**src/pkg/efiu_regs.svh**
```systemverilog
/*
  Register offsets, field positions, reset values and timing counts of the
  event flag and interrupt unit.
  Assumes a 125 MHz core clock and a 32-bit APB with byte addresses.
*/
`ifndef EFIU_REGS_SVH
`define EFIU_REGS_SVH

`define EFIU_CLK_MHZ 125
// byte offsets on the register bus
`define EFIU_OFS_EVT_STAT_A 8'h00
`define EFIU_OFS_WAKE_STAT 8'h04
`define EFIU_OFS_IRQ_MASK 8'h08
`define EFIU_OFS_LIVE_STATE 8'h0C
`define EFIU_OFS_WAKE_SRC 8'h10
`define EFIU_OFS_MODE_WD 8'h14
// event_status_reg_a fields; mask bits share positions 0..10
`define EFIU_A_CAN_TO 0
`define EFIU_A_LIN1_TO 1
`define EFIU_A_LIN2_TO 2
`define EFIU_A_BUCK_UNREG 3
`define EFIU_A_BUCK_OL 4
`define EFIU_A_BOOST_ACT 5
`define EFIU_A_BOOST_OL 6
`define EFIU_A_TWAR 7
`define EFIU_A_WD_MISS 8
`define EFIU_A_AUX_UV 9
`define EFIU_A_AUX_OV 10
`define EFIU_A_SPI_FAIL 11
// wake_status_reg wake fields; wake_source_ctrl_reg wake enables at 0..3 only, timer enable in mode_watchdog_ctrl_reg
`define EFIU_W_LOCAL 0
`define EFIU_W_CAN 1
`define EFIU_W_LIN1 2
`define EFIU_W_LIN2 3
`define EFIU_W_TIMER 4
// wake_source_ctrl_reg timeout enables, mode_watchdog_ctrl_reg timer enable
`define EFIU_C_LIN1_TO_EN 4
`define EFIU_C_LIN2_TO_EN 5
`define EFIU_M_TIMER_EN 0
// reset values
`define EFIU_RST_MASK 11'h000
`define EFIU_RST_WAKE_SRC 6'h00
`define EFIU_RST_MODE_WD 1'h0
// synchroniser reset: irq line, csn and transmit inputs idle high, sck and live states low
`define EFIU_RST_SYNC 13'h1B80
// serial frame lengths that are legal
`define EFIU_SPI_CLKS_OK 5'h10
// timing: least times, rounded up to whole cycles
`define EFIU_IRQ_LOW_NS 100000
`define EFIU_IRQ_GAP_NS 1000000
`define EFIU_TX_TO_NS 1000000
`define EFIU_IRQ_LOW_CYC ((`EFIU_IRQ_LOW_NS * `EFIU_CLK_MHZ + 999) / 1000)
`define EFIU_IRQ_GAP_CYC ((`EFIU_IRQ_GAP_NS * `EFIU_CLK_MHZ + 999) / 1000)
`define EFIU_TX_TO_CYC ((`EFIU_TX_TO_NS * `EFIU_CLK_MHZ + 999) / 1000)

`endif

```
**src/pkg/efiu_pkg.sv**
```systemverilog
/*
  Types of the event flag and interrupt unit.
  Assumes the mode controller drives the operating mode as efiu_mode_e.
*/
package efiu_pkg;
  typedef enum logic [2:0] {
    EFIU_MODE_STARTUP,
    EFIU_MODE_NORMAL,
    EFIU_MODE_STANDBY,
    EFIU_MODE_FLASH,
    EFIU_MODE_SLEEP,
    EFIU_MODE_RESET,
    EFIU_MODE_OTHER
  } efiu_mode_e;

  typedef enum logic [1:0] {
    EFIU_IRQ_IDLE,
    EFIU_IRQ_LOW,
    EFIU_IRQ_GAP
  } efiu_irq_e;

  // live analog states, asynchronous to ref_clk
  typedef struct packed {
    logic aux_supply_overvolt_state;
    logic aux_supply_undervolt_state;
    logic thermal_warning_state;
    logic boost_overload_state;
    logic boost_active_state;
    logic buck_overload_state;
    logic buck_unregulated_state;
  } efiu_live_s;

  // wake detections, one-cycle pulses from same-clock logic
  typedef struct packed {
    logic timer;
    logic lin2;
    logic lin1;
    logic can;
    logic local_wake;
  } efiu_wake_s;

  typedef struct packed {
    logic [7:0] paddr;
    logic psel;
    logic penable;
    logic pwrite;
    logic [31:0] pwdata;
  } efiu_apb_req_s;
endpackage

```
**src/verilog/efiu_top.sv**
```systemverilog
/*
  Event flag and interrupt request unit: latches events into flags read and
  cleared over APB, masks them and pulses an open-drain request line.
  Assumes the mode controller, watchdog and wake detectors run on ref_clk;
  live states, transmit inputs and serial pins are asynchronous.
*/
// The implementer's own choices: the register addresses and the APB interface to the registers.
`timescale 1ns/1ps
`default_nettype none
`include "efiu_regs.svh"

// Overview of operation
// - request line open-drain, active low, idle high
// - pulses only in startup, normal, standby, flash
// - bus and local wakes always request
// - standby timer wake always requests
// - flag always sets; low mask blocks request
// - flags hold until read-and-clear
// - unmasked event drives line low one pulse
// - pending or new events repeat after gap
// - watchdog miss pulses once per miss
// - flags kept across mode transitions
// - standby entry with pending repeats pulse
// - sleep with wake flag aborts sleep
// - reset mode clears non-wake flags, masks all
// - transmit held low too long sets timeout
// - timeout flag survives clear while persisting
// - converter state changes set converter flags
// - thermal warning crossing sets warning flag
// - undervolt only while on; overvolt always
// - bad clock count or edge sets frame error
// - wake flags need enabled source
// - live states readable after flag clears
// - lin timeout detection has serial enable
module efiu_top
  import efiu_pkg::*;
#(
  parameter logic [19:0] IRQ_LOW_CYC = 20'(`EFIU_IRQ_LOW_CYC),
  parameter logic [19:0] IRQ_GAP_CYC = 20'(`EFIU_IRQ_GAP_CYC),
  parameter logic [19:0] TX_TO_CYC = 20'(`EFIU_TX_TO_CYC)
)
(
  // clock and reset
  input wire logic ref_clk,
  input wire logic arst_n,
  // apb slave
  input wire efiu_pkg::efiu_apb_req_s apb_req,
  output logic [31:0] prdata,
  output logic pready,
  output logic pslverr,
  // device state, same clock
  input wire efiu_pkg::efiu_mode_e op_mode,
  input wire logic sw_dev_cfg,
  input wire logic aux_supply_on,
  input wire logic wd_miss_evt,
  input wire efiu_pkg::efiu_wake_s wake_evt,
  input wire logic sleep_req,
  input wire logic [2:0] xcvr_normal,
  output logic sleep_abort,
  // asynchronous inputs
  input wire efiu_pkg::efiu_live_s live_in,
  input wire logic [2:0] transceiver_tx_input,
  input wire logic spi_sck,
  input wire logic spi_csn,
  // open-drain request line
  input wire logic irq_out_n_i,
  output logic irq_out_n_o,
  output logic irq_out_n_oe
);
  import efiu_pkg::*;

  localparam int NSYNC = 13;
  // stages start at each pin's idle level so release of reset is no edge
  localparam logic [NSYNC-1:0] SYNC_RST = `EFIU_RST_SYNC;

  logic [NSYNC-1:0] async_in;
  logic [NSYNC-1:0] sync1, sync2, sync3;
  logic [NSYNC-1:0] stable, stable_d;
  logic [6:0] live_now, live_edge;
  logic [2:0] tx_low, to_active, to_en;
  logic sck_s, csn_s, csn_d;
  logic [4:0] sck_cnt;
  logic spi_fail_set;
  logic [11:0] flags_a;
  logic [4:0] flags_w;
  logic [11:0] set_a;
  logic [4:0] set_w;
  logic [10:0] irq_mask;
  logic [5:0] wake_src;
  logic mode_wd;
  logic apb_setup, apb_done;
  logic rd_clr_a, rd_clr_w;
  logic in_reset_mode, irq_mode_ok;
  logic new_unmasked, pending, irq_req, irq_start;
  efiu_irq_e irq_state;
  logic [19:0] irq_cnt;

  // three-stage synchronisers; a change counts once stages two and three agree
  assign async_in = {irq_out_n_i, spi_csn, spi_sck, transceiver_tx_input, live_in};

  generate
    for (genvar i = 0; i < NSYNC; i++)
    begin : g_sync
      always_ff @(posedge ref_clk or negedge arst_n)
      begin
        if (!arst_n)
        begin
          sync1[i] <= SYNC_RST[i];
          sync2[i] <= SYNC_RST[i];
          sync3[i] <= SYNC_RST[i];
          stable[i] <= SYNC_RST[i];
          stable_d[i] <= SYNC_RST[i];
        end
        else
        begin
          sync1[i] <= async_in[i];
          sync2[i] <= sync1[i];
          sync3[i] <= sync2[i];
          if (sync2[i] == sync3[i])
          begin
            stable[i] <= sync3[i];
          end
          stable_d[i] <= stable[i];
        end
      end
    end
  endgenerate

  // the first sample after reset is not taken as an edge; pins reset to idle
  assign live_now = stable[6:0];
  assign live_edge = stable[6:0] ^ stable_d[6:0];
  assign tx_low = ~stable[9:7];
  assign sck_s = stable[10];
  assign csn_s = stable[11];

  assign in_reset_mode = (op_mode == EFIU_MODE_RESET);
  assign irq_mode_ok = (op_mode == EFIU_MODE_STARTUP) || (op_mode == EFIU_MODE_NORMAL) ||
    (op_mode == EFIU_MODE_STANDBY) || (op_mode == EFIU_MODE_FLASH);

  // transmit-dominant timeout per transceiver; can has no enable
  assign to_en = {wake_src[`EFIU_C_LIN2_TO_EN], wake_src[`EFIU_C_LIN1_TO_EN], 1'b1};

  generate
    for (genvar t = 0; t < 3; t++)
    begin : g_txto
      logic [19:0] to_cnt;
      always_ff @(posedge ref_clk or negedge arst_n)
      begin
        if (!arst_n)
        begin
          to_cnt <= 20'h00000;
        end
        else if (!tx_low[t] || !xcvr_normal[t] || !to_en[t])
        begin
          to_cnt <= 20'h00000;
        end
        else if (to_cnt != TX_TO_CYC)
        begin
          to_cnt <= to_cnt + 20'h00001;
        end
      end
      // stays high while the long dominant lasts, so a clear cannot stick
      assign to_active[t] = (to_cnt == TX_TO_CYC);
    end
  endgenerate

  // serial frame checker: clocks counted between chip-select edges
  always_ff @(posedge ref_clk or negedge arst_n)
  begin
    if (!arst_n)
    begin
      csn_d <= 1'b1;
      sck_cnt <= 5'h00;
      spi_fail_set <= 1'b0;
    end
    else
    begin
      csn_d <= csn_s;
      spi_fail_set <= 1'b0;
      if (csn_s != csn_d)
      begin
        sck_cnt <= 5'h00;
        if (sck_s || (csn_s && sck_cnt != 5'h00 && sck_cnt != `EFIU_SPI_CLKS_OK))
        begin
          spi_fail_set <= 1'b1;
        end
      end
      else if (!csn_s && sck_s && !stable_d[10] && sck_cnt != 5'h1F)
      begin
        // saturates so an overlong frame never wraps back to a legal count
        sck_cnt <= sck_cnt + 5'h01;
      end
    end
  end

  // event set terms
  always_comb
  begin
    set_a = 12'h000;
    set_a[`EFIU_A_CAN_TO] = to_active[0];
    set_a[`EFIU_A_LIN1_TO] = to_active[1];
    set_a[`EFIU_A_LIN2_TO] = to_active[2];
    set_a[`EFIU_A_BUCK_UNREG] = live_edge[0];
    set_a[`EFIU_A_BUCK_OL] = live_edge[1];
    set_a[`EFIU_A_BOOST_ACT] = live_edge[2];
    set_a[`EFIU_A_BOOST_OL] = live_edge[3];
    set_a[`EFIU_A_TWAR] = live_edge[4];
    set_a[`EFIU_A_WD_MISS] = wd_miss_evt && sw_dev_cfg;
    set_a[`EFIU_A_AUX_UV] = live_edge[5] && aux_supply_on;
    set_a[`EFIU_A_AUX_OV] = live_edge[6];
    set_a[`EFIU_A_SPI_FAIL] = spi_fail_set;
    set_w = 5'h00;
    set_w[`EFIU_W_LOCAL] = wake_evt.local_wake && wake_src[`EFIU_W_LOCAL];
    set_w[`EFIU_W_CAN] = wake_evt.can && wake_src[`EFIU_W_CAN];
    set_w[`EFIU_W_LIN1] = wake_evt.lin1 && wake_src[`EFIU_W_LIN1];
    set_w[`EFIU_W_LIN2] = wake_evt.lin2 && wake_src[`EFIU_W_LIN2];
    set_w[`EFIU_W_TIMER] = wake_evt.timer && mode_wd &&
      (op_mode == EFIU_MODE_STANDBY);
  end

  // apb: one access cycle, no wait states
  assign apb_setup = apb_req.psel && !apb_req.penable;
  assign apb_done = apb_req.psel && apb_req.penable && pready;
  assign rd_clr_a = apb_done && !apb_req.pwrite && (apb_req.paddr == `EFIU_OFS_EVT_STAT_A);
  assign rd_clr_w = apb_done && !apb_req.pwrite && (apb_req.paddr == `EFIU_OFS_WAKE_STAT);

  // status flags; mode transitions other than reset leave them alone
  always_ff @(posedge ref_clk or negedge arst_n)
  begin
    if (!arst_n)
    begin
      flags_a <= 12'h000;
      flags_w <= 5'h00;
    end
    else
    begin
      // wake flags survive reset mode
      flags_w <= (flags_w & ~{5{rd_clr_w}}) | set_w;
      if (in_reset_mode)
      begin
        flags_a <= 12'h000;
      end
      else
      begin
        flags_a <= (flags_a & ~{12{rd_clr_a}}) | set_a;
      end
    end
  end

  // software-written control
  always_ff @(posedge ref_clk or negedge arst_n)
  begin
    if (!arst_n)
    begin
      irq_mask <= `EFIU_RST_MASK;
      wake_src <= `EFIU_RST_WAKE_SRC;
      mode_wd <= `EFIU_RST_MODE_WD;
    end
    else
    begin
      if (in_reset_mode)
      begin
        irq_mask <= `EFIU_RST_MASK;
      end
      else if (apb_done && apb_req.pwrite && apb_req.paddr == `EFIU_OFS_IRQ_MASK)
      begin
        irq_mask <= apb_req.pwdata[10:0];
      end
      if (apb_done && apb_req.pwrite && apb_req.paddr == `EFIU_OFS_WAKE_SRC)
      begin
        wake_src <= apb_req.pwdata[5:0];
      end
      if (apb_done && apb_req.pwrite && apb_req.paddr == `EFIU_OFS_MODE_WD)
      begin
        mode_wd <= apb_req.pwdata[`EFIU_M_TIMER_EN];
      end
    end
  end

  // read data and answer, registered in the setup cycle
  always_ff @(posedge ref_clk or negedge arst_n)
  begin
    if (!arst_n)
    begin
      pready <= 1'b0;
      pslverr <= 1'b0;
      prdata <= 32'h00000000;
    end
    else
    begin
      pready <= apb_setup;
      pslverr <= 1'b0;
      prdata <= 32'h00000000;
      if (apb_setup)
      begin
        unique case (apb_req.paddr)
          `EFIU_OFS_EVT_STAT_A: prdata <= {20'h00000, flags_a};
          `EFIU_OFS_WAKE_STAT: prdata <= {27'h0000000, flags_w};
          `EFIU_OFS_IRQ_MASK: prdata <= {21'h000000, irq_mask};
          `EFIU_OFS_LIVE_STATE: prdata <= {24'h000000, stable[12], live_now};
          `EFIU_OFS_WAKE_SRC: prdata <= {26'h0000000, wake_src};
          `EFIU_OFS_MODE_WD: prdata <= {31'h00000000, mode_wd};
          default: pslverr <= 1'b1;
        endcase
      end
    end
  end

  // request sources; the watchdog miss is left out of the repeat term
  assign new_unmasked = (|(set_a[10:0] & irq_mask)) || (|set_w);
  assign pending = (|(flags_a[10:0] & irq_mask & ~(11'h001 << `EFIU_A_WD_MISS))) ||
    (|flags_w);
  assign irq_start = (irq_state == EFIU_IRQ_IDLE) && irq_mode_ok && (irq_req || pending);

  // events arriving during a pulse or gap are remembered for the next pulse
  always_ff @(posedge ref_clk or negedge arst_n)
  begin
    if (!arst_n)
    begin
      irq_req <= 1'b0;
    end
    else
    begin
      irq_req <= new_unmasked || (irq_req && !irq_start);
    end
  end

  // pulse low, then hold the gap before the next pulse may start
  always_ff @(posedge ref_clk or negedge arst_n)
  begin
    if (!arst_n)
    begin
      irq_state <= EFIU_IRQ_IDLE;
      irq_cnt <= 20'h00000;
      irq_out_n_oe <= 1'b0;
      irq_out_n_o <= 1'b0;
    end
    else
    begin
      // open-drain: only ever pulls low; the pull-up gives the idle high
      irq_out_n_o <= 1'b0;
      unique case (irq_state)
        EFIU_IRQ_IDLE:
        begin
          if (irq_start)
          begin
            irq_state <= EFIU_IRQ_LOW;
            irq_cnt <= 20'h00001;
            irq_out_n_oe <= 1'b1;
          end
        end
        EFIU_IRQ_LOW:
        begin
          // a mode that forbids requests cuts the pulse short
          if (irq_cnt >= IRQ_LOW_CYC || !irq_mode_ok)
          begin
            irq_state <= EFIU_IRQ_GAP;
            irq_cnt <= 20'h00001;
            irq_out_n_oe <= 1'b0;
          end
          else
          begin
            irq_cnt <= irq_cnt + 20'h00001;
          end
        end
        EFIU_IRQ_GAP:
        begin
          if (irq_cnt >= IRQ_GAP_CYC)
          begin
            irq_state <= EFIU_IRQ_IDLE;
            irq_cnt <= 20'h00000;
          end
          else
          begin
            irq_cnt <= irq_cnt + 20'h00001;
          end
        end
      endcase
    end
  end

  // sleep is refused while a wake is still unread
  always_ff @(posedge ref_clk or negedge arst_n)
  begin
    if (!arst_n)
    begin
      sleep_abort <= 1'b0;
    end
    else
    begin
      sleep_abort <= sleep_req && (|flags_w);
    end
  end
endmodule
`default_nettype wire

```
**config.mk**
```make
export PLATFORM = sky130hd
export DESIGN_NAME = efiu_top
export DESIGN_NICKNAME = d
export VERILOG_FILES = /design/src/pkg/efiu_pkg.sv /design/src/verilog/efiu_top.sv
export VERILOG_INCLUDE_DIRS = /design/src /design/src/pkg
export SDC_FILE = /design/constraint.sdc
export NUM_CORES = 1
export LEC_CHECK = 0
export ABC_AREA = 1
export BUFFER_PORTS_ARGS = -buffer_cell sky130_fd_sc_hd__buf_2
export CORE_ASPECT_RATIO = 1.5
export CORE_MARGIN = 2
export CORE_UTILIZATION = 45
export CTS_CLUSTER_DIAMETER = 80
export DETAILED_ROUTE_END_ITERATION = 12
export PLACE_DENSITY = 0.63
export SYNTH_ARGS = -nofsm -noshare
export SYNTH_HDL_FRONTEND = slang
export SYNTH_SLANG_ARGS = --single-unit
```
**constraint.sdc**
```tcl
create_clock -name ref_clk -period 2.72 [get_ports ref_clk]
set_clock_uncertainty 0.15 [all_clocks]
set_input_delay 0.136 -clock ref_clk [delete_from_list [all_inputs] [get_ports ref_clk]]
set_output_delay 0.136 -clock ref_clk [all_outputs]
set_load 0.01 [all_outputs]
```
Word-level counts from Yosys, hierarchy flattened

Index checks and enable logic that the tools add are counted.

Add/sub/neg operators: 5
Multipliers: 0
Divide/modulo/power cells: 0
$lt $le $gt $ge: 2
Eq/ne operators: 36
Shifts and indexed selects: 0
Mux-type cells: 28
Bitwise operators: 10
Reduce and logical (&&, ||, !) cells: 72

Operator list:

| cell                                                                                  | count |
|---|---|
| 20-bit 2-to-1 mux                                                                     | 9 |
| 20-bit by 1-bit adder with 20-bit output, second input constant                       | 4 |
| 12-bit one-hot mux with 6 select lines                                                | 1 |
| 20-bit by 17-bit equality test with 1-bit output, second input constant               | 3 |
| 20-bit by 17-bit inequality test with 1-bit output, second input constant             | 3 |
| 20-bit one-hot mux with 3 select lines                                                | 1 |
| 1-bit logical AND                                                                     | 27 |
| 12-bit 2-to-1 mux                                                                     | 2 |
| 11-bit AND                                                                            | 2 |
| 11-bit 2-to-1 mux                                                                     | 2 |
| 20-bit by 14-bit greater-or-equal comparator with 1-bit output, second input constant | 1 |
| 20-bit by 17-bit greater-or-equal comparator with 1-bit output, second input constant | 1 |
| 8-bit by 4-bit equality test with 1-bit output, second input constant                 | 2 |
| 8-bit by 5-bit equality test with 1-bit output, second input constant                 | 2 |
| 1-bit zero test                                                                       | 14 |
| 1-bit logical OR                                                                      | 14 |
| 1-bit equality test                                                                   | 13 |
| 12-bit AND                                                                            | 1 |
| 12-bit inverter                                                                       | 1 |
| 12-bit OR                                                                             | 1 |
| 2-bit nonzero test                                                                    | 6 |
| 11-bit OR reduction                                                                   | 1 |
| 5-bit 2-to-1 mux                                                                      | 2 |
| 5-bit inequality test, second input constant                                          | 2 |
| 26 further kinds                                                                      | 38 |

Flip-flop bits (word level): 221
Bits in latches: 0
RAM bits: 0
ROM bits: 0
Input port bits: 73
Output and inout port bits: 37
Word-level logic and storage cells: 232
Memories kept: 0

Logic depth before layout (Yosys ltp)

Word-level depth: 9
Gate-level depth with buffers: 13
Depth with buffers taken out: 12

Worst setup path before layout

OpenSTA, ideal clock, no wires.

Path kind: register -> register
From: register sck_cnt[0]
To: register sck_cnt[3]
Library setup time: 77 ps
Data arrival time: 1570 ps
Required time: 2493 ps
Slack: 923 ps
Cell stages (with the launch flop): 12
Path buffers: 1
Period minus slack after synthesis: 1797 ps
Cell sequence: dfrtp_1 -> ha_1 -> inv_1 -> nor3_1 -> ha_1 -> nor2_1 -> and3_1 -> clkbuf_1 -> nor2_1 -> nor2_1 -> o21ai_0 -> a21oi_1

Word-level cells in the longest chain between the ends: 3
Elaborated cells on any way between the ends: 6
Classes of those cells: add/sub (1); eq/ne (1); mux (2); reduce/logical (2)

Ends and longest elaborated chain:

| item                                                                                   | line                             | source |
|---|---|---|
| start: declaration                                                                     | efiu_top.sv:82                   | `logic [4:0] sck_cnt;` |
| start signal: assignment                                                               | efiu_top.sv:191                  | `sck_cnt <= sck_cnt + 5'h01;` |
| 5-bit by 1-bit adder with 5-bit output / 5-bit inequality test (equally long branches) | efiu_top.sv:191, efiu_top.sv:188 |  |
| 5-bit 2-to-1 mux / 1-bit logical AND (equally long branches)                           | efiu_top.sv:188                  | `else if (!csn_s && sck_s && !stable_d[10] && sck_cnt != 5'h1F)` |
| 5-bit 2-to-1 mux / 2-bit nonzero test (equally long branches)                          | --                               |  |

Parallel ways exist; a longest one is shown, timed or not. The select of a mux whose other input is x is not followed.
A chain may end at the register's enable or synchronous reset.

Worst setup path after layout

From: input port apb_req[40] in the netlist's numbering
To: register flags_w[4]

Word-level cells in the longest chain between the ends: 5

Ends and longest elaborated chain:

| item                                           | line            | source |
|---|---|---|
| start: declaration                             | efiu_top.sv:47  | `input wire efiu_pkg::efiu_apb_req_s apb_req,` |
| 8-bit by 3-bit equality test with 1-bit output | --              |  |
| 1-bit logical AND                              | efiu_top.sv:225 | `` assign rd_clr_w = apb_done && !apb_req.pwrite && (apb_req.paddr == `EFIU_OFS_WAKE_STAT); `` |
| 5-bit inverter                                 | efiu_top.sv:238 | `flags_w <= (flags_w & ~{5{rd_clr_w}}) \| set_w;` |
| 5-bit AND                                      | efiu_top.sv:238 |  |
| 5-bit OR                                       | efiu_top.sv:238 |  |
| end signal: assignment                         | efiu_top.sv:238 |  |
| end: declaration                               | efiu_top.sv:85  | `logic [4:0] flags_w;` |

Every way passes these cells.

==> flow_summary.yaml <==
worst_setup_path:
  endpoint_kind: "register"
  path_class: "in -> reg"
  worst_ep_arrival_time_ps: 2670
  cp-start-kind: "input pin"
  worst-endpoint-required_ps: 2940
  worstPathMaxFanout: 6
finish:
  fraction_of_layout_cells_with_a_size_suffix_above_1_pct: 11.8
  area_growth_pct: 19.5
  finish.net_count: 1354
  num_antenna_cells: 0
synthesis:
  synthAdderAreaFrac_pct: 3.19
  synth_compound_gate_area_share_pct: 8.52
  share_of_synthesized_cell_area_in_and_or_nand_and_nor_gates_pct: 25.3
  post_synth_num_cell_types: 41
  synth_xor_xnor_area_share_pct: 1.83
  post_synth_inst_count: 1127
  synth.mux.area_fraction_pct: 0
  synth_area_um2: 9560
  synthesis_stage_register_bit_count: 201
  ys_warn_count: 0
  syn_area_per_cell_um2: 8.48
  synth_seq_area_share_pct: 52.9
  largest_family_of_logic_cells_by_synthesized_area: "simple AND/OR/NAND/NOR gates"
clock_network:
  post_cts.repair.setup_buffers: 0
  cts_max_path_buffers: 3
  cts_tree: "built"
  ctsRootBufferMaster: "sky130_fd_sc_hd__clkbuf_16"
  clock_latency_ps: 500
  cts.sinks: 201
  cts.reportedPaths.clkPinSlew_ps: 60
  tritoncts.num_buffers: 21
  clock_tree.htree_level_count: 1
timing:
  post-route-period-util_pct: 89.8
  final_count_of_hold_timing_violations: 0
  grt_setup_unrepaired: "false"
  max_freq_mhz: 409
  max_slew.worst_pin.slew_ps: 616
  setup_slack_ps: 276
  slew_headroom_pct: 58.6
  timing_max_transition_violations_final: 0
  final.min_clock_period_ps: 2440
  finalSetupTns_ps: 0
  setup-violations-final: 0
job:
  drv.max_cap_violation_count: 0
placement:
  dp_hpwl_um: 16400
  dp_worst_setup_slack_ps: 649
  gp_congestion: 0.874
  i_o_buffers: 67
route:
  post_detailed_route_count_of_antenna_violating_nets: 0
  detail_route.wirelength_um: 22700
  dr.first_iter.drc_count: 431
  firstDrtPassIters: 5
  wire_per_inst_um: 14.6
  drc: 0
  via_count: 7879
  vias_per_cell: 5.09
global_route:
  grt_antenna_before_repair: 0
  grt_pass1_vias: 7972
  grt_first_pass_wirelength_um: 37400
  largest_net_degree_at_the_start_of_global_routing: 73
  aggregate_global_routing_overflow: 0
  global_route.usage.total_pct: 20.7
die:
  start_util_pct: 45.6
  ios: 110
  die_height_um: 182
  die_area_um2: 22400
  number_of_rows_created_at_floorplan: 65
  core_um2: 21000
  die_width_um: 123
outcome:
  outcome: "finished, final reports clean"
power:
  irDropWorstVdd_mv: 0.505
  p_leak_nw: 5.12
  cellPowerDensity_nw_per_um2: 616
worst_hold_path:
  hold_path.class: "in -> async"
[logic make-up (layout without fill, tap and decap cells)]
family          Yosys count  after routing
fa+ha+maj                27             27
compound gates          153            153
flops                   201            201
xor+xnor                 20             20
other cells               1             21
simple gates            542            542
buf+inv                 183            317
[metal layers]
metal / track usage, % / share of wire [%] / vias up
met5: 0 / 0 / -
met4: 10.4 / 4.6 / 0
met3: 2.53 / 3.2 / 66
met2: 37.8 / 53 / 164
met1: 23.4 / 39 / 3729
li1: - / - / 3920
[synthesized netlist by cell type, drive strengths merged]
| master | instances | area [um2] |
|---|---|---|
| conb | 1 | 3.75 |
| clkinv | 1 | 3.75 |
| nor2 | 128 | 493 |
| nand4 | 38 | 250 |
| dfrtp | 180 | 4500 |
| ha | 14 | 175 |
| clkbuf | 7 | 26.3 |
| nand2 | 234 | 886 |
| nand3b | 4 | 30.0 |
| or2 | 2 | 12.5 |
| o21ai | 66 | 342 |
| nor4 | 11 | 75.1 |
| a31oi | 2 | 12.5 |
| nor3 | 39 | 231 |
| o22ai | 6 | 37.5 |
| a21oi | 73 | 377 |
| xor2 | 15 | 131 |
| nand3 | 85 | 438 |
| inv | 147 | 552 |
| maj3 | 13 | 130 |
| o211ai | 3 | 22.5 |
| a41oi | 1 | 8.76 |
| o21a | 2 | 15.0 |
| dfstp | 21 | 552 |
| xnor2 | 5 | 43.8 |
| buf | 28 | 199 |
| and3 | 1 | 6.26 |
[flip-flops by register name, summed over array words and instances (netlist names), 2 cells and up]
| register | count |
|---|---|
| flags_a | 12 |
| flags_w | 5 |
| g_txto.to_cnt | 60 |
| irq_cnt | 20 |
| irq_mask | 11 |
| irq_state | 2 |
| live_now | 7 |
| prdata | 12 |
| sck_cnt | 5 |
| stable | 4 |
| stable_d | 8 |
| sync1 | 13 |
| sync2 | 13 |
| sync3 | 13 |
| wake_src | 6 |
[worst max-delay path, stage by stage]
cell	delay [ps]
sky130_fd_sc_hd__dlygate4sd3_1	530
sky130_fd_sc_hd__buf_2	120
sky130_fd_sc_hd__nor2_1	170
sky130_fd_sc_hd__nand3_4	140
sky130_fd_sc_hd__inv_1	130
sky130_fd_sc_hd__nand2_1	160
sky130_fd_sc_hd__nor3_1	520
sky130_fd_sc_hd__o21ai_0	160
sky130_fd_sc_hd__dlygate4sd3_1	600
[through the flow]
step / instance area, um2 / std cells / power, mW / utilization (%) / hold WS (ps)
2_1_floorplan: 9630 / 1147 / 3.83 / - / -310
5_1_grt: 11400 / 1549 / 7.34 / 54.4 / 41.4
4_1_cts: 11400 / 1549 / 7.11 / 54.4 / 3.59
3_3_place_gp: 10200 / 1458 / 4.09 / 48.6 / -13.9
6_report: 11400 / 1549 / 7.03 / 54.4 / 8.50
3_5_place_dp: 10200 / 1458 / 4.11 / 48.6 / -11.0
[report_power, final]
part           leakage, nW  switching (mW)  total, mW  internal, mW
registers             2.56           0.118       3.27          3.16
logic                 2.22           0.538      0.836         0.298
clock network        0.339            1.16       2.92          1.76
[path summary, 6_finish.rpt]
path | startpoint | endpoint | slack (ps) | cells past startpoint
setup / recovery | apb_req[40] | flags_w[4] | 280 | 9
hold reg to reg | sync1[10] | sync2[10] | 200 | 0
hold / removal | arst_n | irq_cnt[7] | 9 | 2
setup reg to reg | irq_state[1] | irq_req | 530 | 8
min in group ref_clk | xcvr_normal[1] | g_txto[1].to_cnt[9] | 10 | 6
max in group asynchronous | arst_n | stable[8] | 1630 | 3
[layout by cell type (no fill, tap or decap), types with 10 or more instances in the layout]
cell type / netlist / layout
sky130_fd_sc_hd__conb_1: 1 / 21
sky130_fd_sc_hd__nor2_1: 125 / 125
sky130_fd_sc_hd__a21oi_1: 72 / 72
sky130_fd_sc_hd__dlygate4sd3_1: 0 / 54
sky130_fd_sc_hd__maj3_1: 13 / 13
sky130_fd_sc_hd__clkbuf_16: 0 / 21
sky130_fd_sc_hd__nand4_1: 36 / 36
sky130_fd_sc_hd__o21ai_0: 63 / 63
sky130_fd_sc_hd__nand2_1: 231 / 231
sky130_fd_sc_hd__inv_1: 145 / 145
sky130_fd_sc_hd__dfstp_2: 21 / 21
sky130_fd_sc_hd__ha_1: 14 / 14
sky130_fd_sc_hd__dfrtp_1: 180 / 180
sky130_fd_sc_hd__nor3_1: 33 / 33
sky130_fd_sc_hd__nand3_1: 84 / 84
sky130_fd_sc_hd__buf_2: 6 / 66
sky130_fd_sc_hd__xor2_1: 15 / 15
sky130_fd_sc_hd__nor4_1: 10 / 10
[cell type report]
cell class | count | area (um2)
fillers | 1958 | 9560
flip-flops and latches | 201 | 5060
clock buffers | 30 | 579
multi-input cells | 763 | 3800
clock inverters | 7 | 110
well taps | 268 | 335
repair buffers | 132 | 992
inverters | 148 | 556
[repair_timing]
item	in CTS	in global routing
endpoints found under the hold margin	248	0
resized for setup	0	0
hold buffers	54	0
No activity file was read; power rests on OpenSTA's default activity.
